==> src/fault_resp_pkg.sv <==
// constants for the fault reaction and overvoltage threshold registers
package fault_resp_pkg;
    // command codes
    localparam logic [7:0]  CMD_REACTION  = 8'hD2;
    localparam logic [7:0]  CMD_OV_THRESH = 8'hD3;
    // field layout
    localparam int          FAULT_LO      = 2;
    localparam int          FAULT_HI      = 9;
    localparam int          OV_BIT        = 7;
    localparam logic [15:0] REACTION_USED = 16'h03FF;
    localparam logic [15:0] REACTION_ONES = 16'h03FF;
    localparam logic [15:0] REACTION_ZERO = 16'h0000;
    localparam logic [7:0]  OV_USED       = 8'h07;
    localparam logic [2:0]  OV_RESET      = 3'h6;
    // hiccup timing
    localparam int          CLK_HZ        = 40_000_000;
    localparam int          HICCUP_MS     = 500;
    localparam int          HICCUP_CYC    = HICCUP_MS * (CLK_HZ / 1000);
    // protection state, one-hot
    typedef enum logic [3:0] {
        ST_OFF     = 4'h1,
        ST_RUN     = 4'h2,
        ST_HICCUP  = 4'h4,
        ST_LATCHED = 4'h8
    } prot_state_t;
endpackage : fault_resp_pkg

==> src/fault_response_ovp_config.sv <==
// fault reaction select, overvoltage threshold and protection sequencer
`timescale 1ns/100ps

// How it works
// - strap level fills reaction bits 9:0 at reset
// - reaction bit 1 means hiccup, 0 latch-off
// - hiccup stops, waits 500 ms, restarts soft-start
// - latch-off keeps switching off after fault clears
// - command port stays usable while latched off
// - only enable toggle or reset leaves latch-off
// - reaction register 16 bits, bits 15:10 zero
// - reaction bits 2..9 map to eight faults
// - overvoltage when feedback exceeds selected threshold
// - code 0..7 picks 105 to 125 percent
// - threshold register resets to 06h
// - overvoltage armed from soft-start onward
// - overvoltage sets sticky status, drives alert low
// - overvoltage protection on after reset, bit 7
// - threshold register one byte, bits 7:3 unused
// - masked fault takes no protective action
// - status bit stays set until cleared
module fault_response_ovp_config #(
    parameter int HICCUP_CYCLES = fault_resp_pkg::HICCUP_CYC
) (
    // clock and reset
    input  wire logic        mclk,
    input  wire logic        rst_n,
    // straps and enable
    input  wire logic        response_strap_pin,
    input  wire logic        enable_in,
    // management command port
    input  wire logic        cmd_wr,
    input  wire logic        cmd_rd,
    input  wire logic [7:0]  cmd_code,
    input  wire logic [15:0] cmd_wdata,
    output logic      [15:0] cmd_rdata,
    output logic             cmd_rvalid,
    // fault detector levels
    input  wire logic        input_overvoltage_fault,
    input  wire logic        external_overtemp_fault,
    input  wire logic        average_overcurrent_fault,
    input  wire logic        phase_peak_overcurrent_fault,
    input  wire logic        output_undervoltage_fault,
    input  wire logic        loop_comp_short_fault,
    input  wire logic        pll_min_freq_fault,
    // feedback comparators, bit n above threshold n
    input  wire logic [7:0]  feedback_input,
    // fault mask and status clear
    input  wire logic [15:0] fault_mask,
    input  wire logic [15:0] status_clear,
    // status and power stage control
    output logic      [15:0] fault_status,
    output logic             alert_out_n,
    output logic             output_overvoltage_fault,
    output logic             switching_en,
    output logic             soft_start_go,
    output logic             latched_off
);

    // keep only the implemented reaction bits
    function automatic logic [15:0] clean_resp(input logic [15:0] v);
        clean_resp = v & fault_resp_pkg::REACTION_USED;
    endfunction : clean_resp

    localparam int CW = $clog2(HICCUP_CYCLES + 1);
    localparam logic [CW-1:0] HIC_LAST = CW'(HICCUP_CYCLES - 1);

    fault_resp_pkg::prot_state_t state_reg;
    fault_resp_pkg::prot_state_t state_next;
    logic [15:0]   react_reg;
    logic [2:0]    ovsel_reg;
    logic [15:0]   status_reg;
    logic [15:0]   status_next;
    logic [CW-1:0] hic_cnt_reg;
    logic [15:0]   rdata_reg;
    logic          rvalid_reg;
    logic          ov_reg;
    logic          sw_reg;
    logic          ss_reg;
    logic          en_prev_reg;
    logic          alert_reg;
    logic          latched_reg;

    wire logic        wr_react;
    wire logic        wr_ov;
    wire logic        ov_armed;
    wire logic        ov_raw;
    wire logic [15:0] raw_vec;
    wire logic [15:0] live_vec;
    wire logic        any_live;
    wire logic        any_latch;
    wire logic        hic_done;
    wire logic        en_fall;
    wire logic [15:0] rd_mux;
    wire logic [15:0] strap_val;

    // command decode
    assign wr_react = cmd_wr && (cmd_code == fault_resp_pkg::CMD_REACTION);
    assign wr_ov    = cmd_wr && (cmd_code == fault_resp_pkg::CMD_OV_THRESH);
    assign strap_val = response_strap_pin ? fault_resp_pkg::REACTION_ONES
                                          : fault_resp_pkg::REACTION_ZERO;

    // readback, unused bits zero
    assign rd_mux =
        (cmd_code == fault_resp_pkg::CMD_REACTION)  ? react_reg :
        (cmd_code == fault_resp_pkg::CMD_OV_THRESH) ? {13'h0000, ovsel_reg} :
        16'h0000;

    // overvoltage detect from soft-start onward
    assign ov_armed = sw_reg;
    assign ov_raw   = ov_armed && feedback_input[ovsel_reg];

    // fault vector, bits 2..9
    assign raw_vec = {6'h00,
                      pll_min_freq_fault,
                      loop_comp_short_fault,
                      ov_raw,
                      output_undervoltage_fault,
                      phase_peak_overcurrent_fault,
                      average_overcurrent_fault,
                      external_overtemp_fault,
                      input_overvoltage_fault,
                      2'b00};

    // unmasked faults cause action
    assign live_vec  = raw_vec & ~fault_mask;
    assign any_live  = |live_vec;
    assign any_latch = |(live_vec & ~react_reg);
    assign hic_done  = (hic_cnt_reg == HIC_LAST);
    assign en_fall   = en_prev_reg && !enable_in;

    // sticky status, set wins over clear
    assign status_next = (status_reg & ~status_clear) | raw_vec;

    // configuration registers
    always_ff @(posedge mclk) begin
        if (!rst_n) begin
            react_reg <= clean_resp(strap_val);
            ovsel_reg <= fault_resp_pkg::OV_RESET;
        end else begin
            if (wr_react) begin
                react_reg <= clean_resp(cmd_wdata);
            end
            if (wr_ov) begin
                ovsel_reg <= cmd_wdata[2:0];
            end
        end
    end

    // command readback, usable in every state
    always_ff @(posedge mclk) begin
        if (!rst_n) begin
            rdata_reg  <= 16'h0000;
            rvalid_reg <= 1'b0;
        end else begin
            rvalid_reg <= cmd_rd;
            if (cmd_rd) begin
                rdata_reg <= rd_mux;
            end
        end
    end

    // status and alert
    always_ff @(posedge mclk) begin
        if (!rst_n) begin
            status_reg <= 16'h0000;
            alert_reg  <= 1'b0;
            ov_reg     <= 1'b0;
        end else begin
            status_reg <= status_next;
            alert_reg  <= |status_next;
            ov_reg     <= ov_raw;
        end
    end

    // protection sequencer next state
    always_comb begin
        state_next = state_reg;
        unique case (state_reg)
            fault_resp_pkg::ST_OFF: begin
                if (enable_in) begin
                    state_next = fault_resp_pkg::ST_RUN;
                end
            end
            fault_resp_pkg::ST_RUN: begin
                if (!enable_in) begin
                    state_next = fault_resp_pkg::ST_OFF;
                end else if (any_latch) begin
                    state_next = fault_resp_pkg::ST_LATCHED;
                end else if (any_live) begin
                    state_next = fault_resp_pkg::ST_HICCUP;
                end
            end
            fault_resp_pkg::ST_HICCUP: begin
                if (!enable_in) begin
                    state_next = fault_resp_pkg::ST_OFF;
                end else if (hic_done) begin
                    state_next = fault_resp_pkg::ST_RUN;
                end
            end
            fault_resp_pkg::ST_LATCHED: begin
                if (!enable_in) begin
                    state_next = fault_resp_pkg::ST_OFF;
                end
            end
            default: state_next = fault_resp_pkg::ST_OFF;
        endcase
    end

    // sequencer state, wait counter and stage control
    always_ff @(posedge mclk) begin
        if (!rst_n) begin
            state_reg   <= fault_resp_pkg::ST_OFF;
            hic_cnt_reg <= '0;
            sw_reg      <= 1'b0;
            ss_reg      <= 1'b0;
            en_prev_reg <= 1'b0;
            latched_reg <= 1'b0;
        end else begin
            state_reg   <= state_next;
            latched_reg <= (state_next == fault_resp_pkg::ST_LATCHED);
            en_prev_reg <= enable_in;
            if (state_reg == fault_resp_pkg::ST_HICCUP) begin
                hic_cnt_reg <= hic_cnt_reg + 1'b1;
            end else begin
                hic_cnt_reg <= '0;
            end
            sw_reg <= (state_next == fault_resp_pkg::ST_RUN);
            ss_reg <= (state_next == fault_resp_pkg::ST_RUN)
                   && (state_reg != fault_resp_pkg::ST_RUN);
        end
    end

    // outputs straight from flops
    assign cmd_rdata                = rdata_reg;
    assign cmd_rvalid               = rvalid_reg;
    assign fault_status             = status_reg;
    assign alert_out_n              = !alert_reg;
    assign output_overvoltage_fault = ov_reg;
    assign switching_en             = sw_reg;
    assign soft_start_go            = ss_reg;
    assign latched_off              = latched_reg;

    // strap loads reaction bits at reset
    strap_load_a: assert property (@(posedge mclk)
        !rst_n |=> react_reg == ($past(response_strap_pin) ? 16'h03FF : 16'h0000))
        else $error("reaction register not loaded from strap");

    // upper reaction bits always zero
    react_unused_a: assert property (@(posedge mclk) disable iff (!rst_n)
        react_reg[15:10] == 6'h00)
        else $error("unused reaction bits set");

    // threshold reset value
    ov_reset_a: assert property (@(posedge mclk)
        !rst_n ##1 rst_n |-> ovsel_reg == 3'h6)
        else $error("threshold not reset to 06h");

    // readback of threshold hides bits 7:3
    ov_readback_a: assert property (@(posedge mclk) disable iff (!rst_n)
        cmd_rd && cmd_code == 8'hD3 |=> cmd_rdata[15:3] == 13'h0000)
        else $error("threshold upper bits read nonzero");

    // overvoltage sets status and alert next cycle
    ov_status_a: assert property (@(posedge mclk) disable iff (!rst_n)
        ov_raw |=> fault_status[7] && !alert_out_n)
        else $error("overvoltage did not set status and alert");

    // status bit holds without clear
    status_sticky_a: assert property (@(posedge mclk) disable iff (!rst_n)
        fault_status[7] && !status_clear[7] |=> fault_status[7])
        else $error("status bit dropped without clear");

    // latch-off holds until enable drops
    latch_hold_a: assert property (@(posedge mclk) disable iff (!rst_n)
        latched_off && enable_in |=> latched_off && !switching_en)
        else $error("left latch-off without enable toggle");

    // enable drop releases latch
    latch_exit_a: assert property (@(posedge mclk) disable iff (!rst_n)
        latched_off && !enable_in |=> !latched_off)
        else $error("enable drop did not release latch");

    // hiccup fault stops switching
    hiccup_entry_a: assert property (@(posedge mclk) disable iff (!rst_n)
        state_reg == fault_resp_pkg::ST_RUN && enable_in && any_live && !any_latch
        |=> state_reg == fault_resp_pkg::ST_HICCUP && !switching_en)
        else $error("hiccup not entered");

    // masked faults never stop switching
    mask_quiet_a: assert property (@(posedge mclk) disable iff (!rst_n)
        switching_en && enable_in && !any_live |=> switching_en)
        else $error("switching stopped with only masked faults");

    // hiccup wait ends with soft-start
    hiccup_restart_a: assert property (@(posedge mclk) disable iff (!rst_n)
        state_reg == fault_resp_pkg::ST_HICCUP && hic_done && enable_in
        |=> soft_start_go && switching_en)
        else $error("hiccup did not restart soft-start");

    // readback answers in any state
    read_alive_a: assert property (@(posedge mclk) disable iff (!rst_n)
        cmd_rd |=> cmd_rvalid)
        else $error("read not answered");

    // enable drop turns the stage off
    enable_off_a: assert property (@(posedge mclk) disable iff (!rst_n)
        en_fall |=> !switching_en && !latched_off)
        else $error("enable drop did not stop switching");

    // soft-start request is a single pulse
    ss_pulse_a: assert property (@(posedge mclk) disable iff (!rst_n)
        soft_start_go |=> !soft_start_go)
        else $error("soft-start pulse longer than one cycle");

    // latch-off fault stops switching
    latch_entry_a: assert property (@(posedge mclk) disable iff (!rst_n)
        state_reg == fault_resp_pkg::ST_RUN && enable_in && any_latch
        |=> latched_off && !switching_en)
        else $error("latch-off not entered");

    // reaction write lands, unused bits dropped
    react_write_a: assert property (@(posedge mclk) disable iff (!rst_n)
        wr_react |=> react_reg == ($past(cmd_wdata) & 16'h03FF))
        else $error("reaction write not stored");

    // threshold write keeps bits 2:0 only
    ov_write_a: assert property (@(posedge mclk) disable iff (!rst_n)
        wr_ov |=> ovsel_reg == $past(cmd_wdata[2:0]))
        else $error("threshold write not stored");

    // detected overvoltage shown next cycle
    ov_output_a: assert property (@(posedge mclk) disable iff (!rst_n)
        ov_raw |=> output_overvoltage_fault)
        else $error("overvoltage output not raised");

    // alert low exactly while status is set
    alert_level_a: assert property (@(posedge mclk) disable iff (!rst_n)
        alert_out_n == (fault_status == 16'h0000))
        else $error("alert does not follow status");

endmodule : fault_response_ovp_config

==> config.mk <==
export PLATFORM = sky130hd
export DESIGN_NAME = fault_response_ovp_config
export DESIGN_NICKNAME = d
export VERILOG_FILES = /design/src/fault_resp_pkg.sv /design/src/fault_response_ovp_config.sv
export SDC_FILE = /design/constraint.sdc
export NUM_CORES = 1
export LEC_CHECK = 0
export BUFFER_PORTS_ARGS = -buffer_cell sky130_fd_sc_hd__buf_2
export CORE_UTILIZATION = 49
export CTS_CLUSTER_SIZE = 10
export DETAILED_ROUTE_END_ITERATION = 8
export MAX_ROUTING_LAYER = met4
export PLACE_DENSITY_LB_ADDON = 0.25
export RECOVER_POWER = 50
export SETUP_SLACK_MARGIN = 0.15
export SYNTH_ARGS = -nofsm -noshare
export SYNTH_HDL_FRONTEND = slang
export SYNTH_SLANG_ARGS = --single-unit
==> constraint.sdc <==
create_clock -name mclk -period 2.6 [get_ports mclk]
set_input_delay 0.52 -clock mclk [delete_from_list [all_inputs] [get_ports mclk]]
set_output_delay 0.52 -clock mclk [all_outputs]
set_load 0.1 [all_outputs]
### Word level (Yosys, flattened, before mapping)

Cells that the tools add are included.

* bits in registers: 80
* bits in latches: 0
* RAM bits: 0
* ROM bits: 0
* input port bits: 77
* output and inout port bits: 38
* logic and storage cells: 56
* memories kept: 0

* add/subtract/negate cells: 1
* multipliers: 0
* divide/modulo/power cells: 0
* order comparisons: 1
* eq/ne operators: 11
* shift-type cells: 0
* multiplexer cells: 15
* bitwise gates (word level): 7
* reduce and logical (&&, ||, !) cells: 9

Operators by type and width (number)
* $reduce_or 16->1: 3
* $mux 10: 4
* $and 16x16->16: 2
* $not 16->16: 2
* $mux 4: 7
* $add 25x1->25 const B: 1
* $eq 25x25->1 const B: 1
* $and 10x16->16: 1
* $eq 8x8->1 const B: 2
* $not 10->16: 1
* $or 16x10->16: 1
* $pmux 4 s4: 1
* $eq 4x2->1 const B: 2
* $eq 4x4->1 const B: 2
* $eq 4x1->1 const B: 1
* $eq 4x3->1 const B: 1
* $logic_and 1x1->1: 4
* $lt 3x4->1 const B: 1
* $ne 4x2->1 const B: 1
* $bmux 1 s3: 1
* $mux 3: 1
* $ne 2x1->1 const B: 1
* $reduce_and 2->1: 1
* $logic_not 1->1: 1
* $mux 1: 1

### Longest topological paths before layout

Gate-level depths: netlist (run 1).

* word-level depth: 11
* mapped depth: 7
* gate-level depth less buffers: 6

### Worst setup path after synthesis (run 1)

Ideal clock, no wire load.

* kind: register -> register
* start: reg sw_reg (netlist: switching_en)
* end: reg state_reg[3]
* library setup time: 0.112 ns
* arrival time: 2.260 ns
* required time: 2.488 ns
* path slack: 0.227 ns
* stages on the path, launching flop included: 7
* buffers on the path: 0
* clock period less this slack: 2.373 ns
* path through: dfxtp_1 -> inv_1 -> a31oi_1 -> o211ai_2 -> or3_1 -> a211o_1 -> a2111oi_1

* longest elaborated chain between the ends: 7
* elaborated cells between the ends (all ways): 9
* classes of those cells: mux: 4; bitwise: 2; reduce/logical: 3

Ends and longest elaborated chain
* start, declared: RTL line fault_response_ovp_config.sv:78 `logic sw_reg;`
* start signal, assigned: RTL line fault_response_ovp_config.sv:228 `sw_reg <= (state_next == fault_resp_pkg::ST_RUN);`
* $logic_and 1x1->1 (*): RTL line fault_response_ovp_config.sv:111 `assign ov_raw = ov_armed && feedback_input[ovsel_reg];`
* $and 10x16->16 (*): RTL line fault_response_ovp_config.sv:126 `assign live_vec = raw_vec & ~fault_mask;`
* $reduce_or 16->1 / $and 16x16->16 (equally long branches): RTL line fault_response_ovp_config.sv:127, fault_response_ovp_config.sv:128
* $mux 4 / $reduce_or 16->1 (equally long branches): RTL line fault_response_ovp_config.sv:190, fault_response_ovp_config.sv:128
* $mux 4 (*): RTL line fault_response_ovp_config.sv:188 `end else if (any_latch) begin`
* $mux 4 (*): RTL line fault_response_ovp_config.sv:186 `if (!enable_in) begin`
* $pmux 4 s4 (*): RTL line fault_response_ovp_config.sv:179 `unique case (state_reg)`
* end signal, assigned: RTL line fault_response_ovp_config.sv:213 `state_reg <= fault_resp_pkg::ST_OFF;`
* end signal, assigned: RTL line fault_response_ovp_config.sv:220 `state_reg <= state_next;`
* end, declared: RTL line fault_response_ovp_config.sv:68 `fault_resp_pkg::prot_state_t state_reg;`

Every way passes the cells marked *; elsewhere a longest branch is shown, timed or not.
A chain may end at the register's enable or synchronous reset.

### Final worst setup path (run 1)

* start: reg ovsel_reg[0]
* end: reg state_reg[3]

* longest elaborated chain between the ends: 9
* elaborated cells between the ends (all ways): 11
* classes of those cells: mux: 6; bitwise: 2; reduce/logical: 3

Ends and longest elaborated chain
* start, declared: RTL line fault_response_ovp_config.sv:71 `logic [2:0] ovsel_reg;`
* start signal, assigned: RTL line fault_response_ovp_config.sv:139 `ovsel_reg <= fault_resp_pkg::OV_RESET;`
* start signal, assigned: RTL line fault_response_ovp_config.sv:145 `ovsel_reg <= cmd_wdata[2:0];`
* $bmux 1 s3 (*): RTL line fault_response_ovp_config.sv:111
* $mux 1 (not written as such) (*): RTL line fault_response_ovp_config.sv:111
* $logic_and 1x1->1 (*): RTL line fault_response_ovp_config.sv:111
* $and 10x16->16 (*): RTL line fault_response_ovp_config.sv:126
* $reduce_or 16->1 / $and 16x16->16 (equally long branches): RTL line fault_response_ovp_config.sv:127, fault_response_ovp_config.sv:128
* $mux 4 / $reduce_or 16->1 (equally long branches): RTL line fault_response_ovp_config.sv:190, fault_response_ovp_config.sv:128
* $mux 4 (*): RTL line fault_response_ovp_config.sv:188
* $mux 4 (*): RTL line fault_response_ovp_config.sv:186
* $pmux 4 s4 (*): RTL line fault_response_ovp_config.sv:179

Every way passes the cells marked *; elsewhere a longest branch is shown, timed or not. The select of a mux whose other input is x is not followed.

==> results of run 1 <==
==> per-stage QoR <==
stage	util (%)	setup slack, ns	hold WS, ns
final	63.38	0.5055	0.3519
after CTS	63.94	0.4989	0.3330
after detailed placement	60.61	0.4183	0.4461
after floorplan	-	0.2275	0.4129
after global routing	63.38	0.3664	0.3354
after global placement	60.61	0.4673	0.4307
==> where the power goes <==
group / internal (µW) / switching [µW]
Sequential: 1190 / 22.1
Combinational: 72.1 / 221
Clock: 470 / 420
Total: 1730 / 664
==> cell type report <==
type	instances	area [µm²]	share of cell area (%)
clock buffers	10	137.6	3.562
clock inverters	6	65.06	1.684
inverters	23	86.33	2.234
multi-input cells	242	1433	37.08
flip-flops and latches	74	1582	40.93
well taps	75	93.84	2.429
repair buffers	98	466.7	12.08
==> worst paths after layout <==
check	slack, ns	depth (start not counted)	end
setup / recovery	0.51	6	state_reg[3]$_SDFF_PN0_
hold / removal	0.35	2	fault_status[11]$_SDFF_PN0_
setup reg to reg	0.51	6	state_reg[3]$_SDFF_PN0_
hold reg to reg	0.45	2	fault_status[0]$_SDFF_PN0_
==> logic make-up (layout without fill, tap and decap cells) <==
kind of cell               Yosys count  count (layout)
and+or+nand+nor                    163             163
DFF                                 74              74
AOI/OAI and AO/OA                   46              46
buffers and inverters               41             137
xor gates and xnor gates            23              23
muxes                                3               3
adders and majority gates            1               1
other                                1               6
==> worst reg2reg max path: stages (launching register included) <==
cell	delay, ns
sky130_fd_sc_hd__dfxtp_1	0.46
sky130_fd_sc_hd__mux2i_1	0.13
sky130_fd_sc_hd__a31oi_1	0.21
sky130_fd_sc_hd__o211ai_2	0.18
sky130_fd_sc_hd__or3_1	0.34
sky130_fd_sc_hd__a211o_1	0.30
sky130_fd_sc_hd__a2111oi_1	0.37
==> cells in the mapped netlist (5+ instances only) <==
cell type / instances
sky130_fd_sc_hd__xor2_1: 15
sky130_fd_sc_hd__nor2_1: 40
sky130_fd_sc_hd__nand3_1: 22
sky130_fd_sc_hd__inv_1: 22
sky130_fd_sc_hd__o21ai_0: 6
sky130_fd_sc_hd__and2_1: 5
sky130_fd_sc_hd__xnor2_1: 8
sky130_fd_sc_hd__nand2b_1: 13
sky130_fd_sc_hd__clkbuf_1: 11
sky130_fd_sc_hd__nand4_1: 9
sky130_fd_sc_hd__a21oi_1: 18
sky130_fd_sc_hd__nand2_1: 35
sky130_fd_sc_hd__nor3_1: 12
sky130_fd_sc_hd__buf_4: 6
sky130_fd_sc_hd__and3_1: 5
sky130_fd_sc_hd__dfxtp_1: 64
sky130_fd_sc_hd__edfxtp_1: 10
==> routing by layer <==
metal / global-route usage, % / vias to the layer above / part of all wire, %
li1: - / 1388 / -
met1: 27.04 / 1224 / 47
met2: 33.22 / 81 / 46
met3: 4.176 / 8 / 5.7
met4: 10.17 / 0 / 1.5
met5: - / - / 0
==> run summary, run 1 <==
The tools report the overall power of the completed layout as 2398 µW. The tools report the number of max-slew violations in the final report as 0. The finished cells cover 0.003864 mm².

The area enclosed by the die boundary came out at 0.006815 mm². The run gives 26 as the maximum number of pins on one net before global-route repair. For the detailed placer's ending HPWL, the log shows 4.988 mm. The number of max-cap violations was 0; the transition time of the tightest slew-check pin was 1.208 ns. For the routability congestion estimate from global placement, the log shows 0.8037.

The run gives 2433 as the number of global-route vias before repair. Yosys printed 0 warnings. Leaving out fill and tap cells, the most frequent cell in the layout is sky130_fd_sc_hd__buf_2. For this design the static power due to leakage is 0.001554 µW. Worst flop-to-flop path startpoint: ovsel_reg[0]$_SDFFE_PN0P_. The synthesized design spends more area on one cell type than any other, namely sky130_fd_sc_hd__dfxtp_1. Ranked by total cell area, the synthesized netlist is headed by sky130_fd_sc_hd__dfxtp_1, sky130_fd_sc_hd__edfxtp_1, sky130_fd_sc_hd__nor2_1. Together, buffers and inverters on the worst path number 0. The tools report the area inside the core boundary as 0.006096 mm². Measured against the total synthesized area, the mux share comes to 1.338%.

Number of endpoints with negative hold slack in the final report: 0. For this block, the routed nets add up to 6.647 mm of wire. The clock arrives with 0.008575 ns of skew. Buffers placed on the I/O ports in this run total 94. The worst pin sits at a relative slew slack of 19.78%. For the post-CTS setup repair buffer count, the log shows 0.

The tree built by TritonCTS fans out to 74 sinks. In this run the power density over the cells is 620.7 mW/mm². The shortest period the worst path allows is 2.094 ns. For this design the top-level I/O count stands at 115. The count of TritonRoute iterations in the first routing pass was 4.

The first routing iteration left 103 violations. Leaving out fill and tap cells, the most frequent cells in the layout are sky130_fd_sc_hd__buf_2, sky130_fd_sc_hd__dfxtp_1, sky130_fd_sc_hd__nor2_1. The die span in y is 82.55 µm, and the starting density of the core is 52.16%.

The filler cells instantiated in the layout total 566. The number of enable-type register cells in the synthesized netlist came out at 10. Of the available clock period, the critical path in the final layout requires 80.56%.

The area of placed instances came out at 0.003695 mm². The synthesized flop and latch total is 74, and the delay contributed by the slowest stage of the critical path is 0.46 ns. Register area share after synthesis: 49.74%.

The flow ran to the end, and the final reports show no timing, DRC or antenna violations. VDD sags by at most 0.3801 mV. The clock buffer count from CTS was 9. Dividing the detail-routed via count by the number of cells gives 5.116.

The largest individual stage delay along the critical path comes from the cell sky130_fd_sc_hd__dfxtp_1. The repair_antennas step left the layout with diodes totalling 0. The run gives 0 as the count of endpoints failing setup in the final report. After synthesis, the largest family of logic cells by area is simple AND/OR/NAND/NOR gates. Summing the areas of all and, or, nand and nor instances in the mapped netlist gives 26.17% of the synthesized area. The run gives 477.4 MHz as the highest clock frequency the design can meet. TritonCTS built the clock tree. The run gives 0 ns as the aggregate negative setup slack.

Number of instances in the synthesized netlist: 352. Fraction of registers with async set/reset: 0%. The via count of the routed design was 2701. STA classifies the critical path startpoint as a register. Of all nets on the critical path, the largest fanout is 5. In this run the worst setup path begins at ovsel_reg[0]$_SDFFE_PN0P_. Layout overhead on the synthesized area: 21.53%.

Global routing used 21.49% of the available tracks. For this run, the leading register cell type out of synthesis is sky130_fd_sc_hd__dfxtp_1. For the worst setup path, the data arrival time is 2.32 ns. The first global-routing pass estimated 10.70 mm of wire.

At the later pin of the worst-skew pair, clock insertion delay measures 0.34 ns. The initialized floorplan defines 28 standard-cell rows. The number of placed instances, taps included, is 512.

CTS built an H-tree with a depth of 3. At the end of the flow, the number of nets in the layout was 526. The clock passes through at most 2 buffers. After detailed routing, the number of remaining DRC violations is 0. A synthesized cell averages 9.032 µm².

The startpoint of the tightest hold check path is status_clear[11]. In the final layout, the share of cells above drive strength 1 is 21.85%. After Yosys synthesis, full adders, half adders and majority gates account for 0.3935% of the synthesized area.

Hold repair after CTS inserted 0 buffers. The die extent in x was 82.55 µm; the per-cell routed wire length was 12.59 µm. In this run the cell area of the synthesized design comes to 0.003179 mm².

The endpoint class of the critical path was a register. Gates resized during post-CTS repair numbered 0. Setup repair after global routing left no endpoint under its margin.

The top cell family by delay on the critical path was compound AO/OA/AOI/OAI gates. Once detail routing completed, the nets flagged for antenna violations numbered 0. The kind of critical path is register to register.

The share of synthesized area in the top cell type comes to 40.30%. The class of the worst hold path was input pin to register. The post-synthesis cell type count is 47. The tools report the root buffer cell as sky130_fd_sc_hd__clkbuf_8.

The fraction of synthesized cell area in xor and xnor cells works out to 6.336%. The register with the most flip-flops in the layout has 25 of them. Summing the areas of all compound-gate instances in the mapped netlist gives 10.11% of the synthesized area. After clock tree synthesis, the clock-pin slew on the worst setup and hold paths is 0.08 ns.

The tools report the number of cells in the finished layout apart from fillers as 528. The signal on the critical path passes through mux2i_1 > a31oi_1 > o211ai_2 > or3_1 > a211o_1 > a2111oi_1. STA puts the critical path data required time at 2.83 ns. Initial antenna violation count: 0. Summed over all layers, the global routing overflow is 0.
(Power assumes the default switching activity.)
==> run 2, diff against run 1 <==
--- a/config.mk
+++ b/config.mk
@@ -6,7 +6,7 @@
 export NUM_CORES = 1
 export LEC_CHECK = 0
 export BUFFER_PORTS_ARGS = -buffer_cell sky130_fd_sc_hd__buf_2
-export CORE_UTILIZATION = 49
+export CORE_UTILIZATION = 44
 export CTS_CLUSTER_SIZE = 10
 export DETAILED_ROUTE_END_ITERATION = 8
 export MAX_ROUTING_LAYER = met4
==> constraint.sdc (replaced) <==
create_clock -name mclk -period 1.7 [get_ports mclk]
set_input_delay 0.34 -clock mclk [delete_from_list [all_inputs] [get_ports mclk]]
set_output_delay 0.34 -clock mclk [all_outputs]
set_load 0.1 [all_outputs]
==> run 2 against run 1 <==
Clock power is 27% higher. Register-to-register slack lost 0.70 ns. First-iteration DRC count grew 12%. Critical path depth stayed put. The run now ends with negative setup slack left. Cell area rose by 16%. Sequential share of layout area shrank 4.9 points. Hold slack worse by 0.19 ns. Non-clock buffer count grew 51. Combinational power rose by 66%. Sequential cell count is the same. Total power increased by 45%. Critical path type unchanged.
==> run summary, run 2 (same netlist as run 1, synthesis figures left out) <==
The flow ran to the end, but the final reports show violations. The checks that failed: negative setup slack. The number of hold buffers added after CTS was 0. The top cell types in the final layout, fill and taps aside, are sky130_fd_sc_hd__buf_2, sky130_fd_sc_hd__buf_4, sky130_fd_sc_hd__dfxtp_1. The relative slew slack is 55.28%. The global-route congestion overflow total is 0. Traced cell by cell, the critical path runs through nand4_1 > nor3b_2 > nand4_1 > or4b_4 > a2111oi_4 > or2_1. The transition time of the tightest slew-check pin was 0.6647 ns. Initial antenna violation count: 0. Number of fill cells in the layout: 588. The path class of the tightest hold or removal check is input pin to register.

The repair_antennas step left the layout with diodes totalling 0. Excluding fillers, the count of instances in the completed layout stands at 600. The logs give 1.99 ns for the data required time of the worst path and -0.1981 ns for the final worst slack. Across the run, the number of max-cap violations was 0. IR analysis of the VDD net gives a maximum drop of 0.3227 mV.

The clock tree buffer depth was 2; the overall fraction of global-route tracks in use was 21.45%. The count of H-tree levels built during CTS came out at 3. The worst setup path is captured at a register. The logs give 0 for the number of max-slew violations in the final report and 0.001934 µW for the standby leakage power.

The tools report the number of endpoints with negative hold slack in the final report as 0. The clock arrives with 0.008022 ns of skew. The clock network burns 32.5% of the power. Cells fill 65.36% of the core in the end.

Input and output buffers added on the ports amount to 94. For this configuration, the core starts out at a cell density of 46.28%. The clock buffer count from CTS was 9; the cell count after placement was 573. At the end of the flow, the number of nets in the layout was 577. The share of total power dissipated in combinational logic is 14.1%. The shortest period the worst path allows is 1.898 ns.

The delay contributed by the slowest stage of the critical path came out at 0.52 ns. The tools report the via count of the routed design as 2981. The number of global-route vias before repair is 2807. The clock drives 74 sinks. Detailed placement ended at an HPWL of 5.580 mm. STA classifies the critical path startpoint as a register. Setup violations remaining at the end of the flow were counted as 5. Summed over all layers, the routed wires come to 7.775 mm. Measured along the x axis, the die boundary spans 87.01 µm.

The count of nets left with antenna violations once routing finished came out at 0. The per-cell routed wire length came out at 12.96 µm. The area enclosed by the die boundary came out at 0.007570 mm². Summing internal, switching and leakage power gives 3471 µW.

Along the worst path, the maximum fanout reaches 3. The register clock-pin slew on the reported worst setup and hold paths is 0.08 ns. Dividing total power by cell area gives a power density of 773.3 mW/mm². The run gives 115 as the I/O pin count.

The detail-routed via count per cell was 4.968. The root buffer cell is sky130_fd_sc_hd__clkbuf_8. Setup repair after global routing could not meet its margin everywhere. Summed over all nets, the switching power comes to 1008 µW. The part of the power in registers is 53.4%, and the global-route wire length before repair is 12.11 mm. The library cell used most frequently in the layout, excluding fill and tap cells, is sky130_fd_sc_hd__buf_2. The clock latency on the worst-skew pair is 0.34 ns. The slowest stage of the critical path is the sky130_fd_sc_hd__or4b_4 cell.

Entering global routing, the biggest net connects 26 pins. The tools report the area inside the core boundary as 0.006869 mm². At the placement stage, the worst setup path has a slack of -0.2356 ns.

After detailed routing, the number of remaining DRC violations is 0. The switching share of total power is 29.05%. Kind of critical path: register to register.

The area growth from synthesis to layout is 41.20%. The tightest hold path in the finished design has a slack of 0.1612 ns. The number of flip-flops under the largest register name works out to 25. The cell occurring most often along the worst timing path was sky130_fd_sc_hd__nand4_1.

The highest clock frequency the design can meet came out at 526.8 MHz. TritonCTS built the clock tree. The first routing iteration left 115 violations.

The logs give 30 for the floorplan row count and 2.19 ns for the data arrival time of the critical path. The floorplan step set the die height to 87.01 µm. Routability-driven placement finished with a final weighted congestion of 0.8231. Of the available clock period, the critical path in the final layout requires 111.7%. Cells with a size suffix above 1 make up 43.45% of the layout.

For the internal power consumption, the log shows 2463 µW. The first detailed-routing pass took 4 iterations.
==> run 2: critical path: cells and delay by family (launching register included) <==
family          cells  cell delay (ns)
simple gates        5             1.12
compound gates      1             0.39
flops               1             0.34
==> run 2: power groups by stage <==
stage | combinational (µW) | sequential [µW] | clock [µW]
final | 489 | 1850 | 1130
after global routing | 518 | 1860 | 1220
after CTS | 477 | 1850 | 1150
after detailed placement | 474 | 1890 | 0
after global placement | 467 | 1890 | 0
after floorplan | 190 | 2040 | 0
==> run 2: per-stage QoR <==
| step | TNS [ns] | cell area (µm²) |
|---|---|---|
| 3_3_place_gp | -0.8030 | 4086 |
| 4_1_cts | -0.8246 | 4353 |
| 3_5_place_dp | -1.434 | 4086 |
| 5_1_grt | -1.161 | 4489 |
| 2_1_floorplan | -0.4306 | 3273 |
| 6_report | -0.7429 | 4489 |
==> run 2: layout make-up <==
type,instances,area (µm²),area share (%)
Clock buffer,9,123.9,2.759
Multi-Input combinational cell,242,1607,35.79
Timing Repair Buffer,149,899.6,20.04
Tap cell,96,120.1,2.676
Clock inverter,7,36.28,0.8082
Inverter,23,86.33,1.923
Sequential cell,74,1617,36.01
==> run 2: metal layers <==
layer  share of wire, %  vias to the layer above  global-route usage [%]
met1                 45                     1367                   25.42
li1                   -                     1494                       -
met4                2.6                        0                   11.21
met5                  0                        -                       -
met3                5.4                       20                   3.507
met2                 47                      100                   35.08
==> run 2: path summary, 6_finish.rpt <==
kind	startpoint	endpoint	slack, ns	cells after the start
max reg2reg	hic_cnt_reg[20]$_SDFF_PN0_	state_reg[1]$_SDFF_PN0_	-0.20	6
min reg2reg	fault_status[10]$_SDFF_PN0_	fault_status[10]$_SDFF_PN0_	0.46	2
min	status_clear[1]	fault_status[1]$_SDFF_PN0_	0.16	2
max	hic_cnt_reg[20]$_SDFF_PN0_	state_reg[1]$_SDFF_PN0_	-0.20	6
==> run 2: timing repair <==
| item | 4_1_cts | 5_1_grt |
|---|---|---|
| setup endpoints to repair | 15 | 24 |
| pin swaps | 19 | 28 |
| buffers inserted | 5 | 6 |
| endpoints found under the hold margin | 0 | 0 |
| gates resized for setup | 23 | 28 |
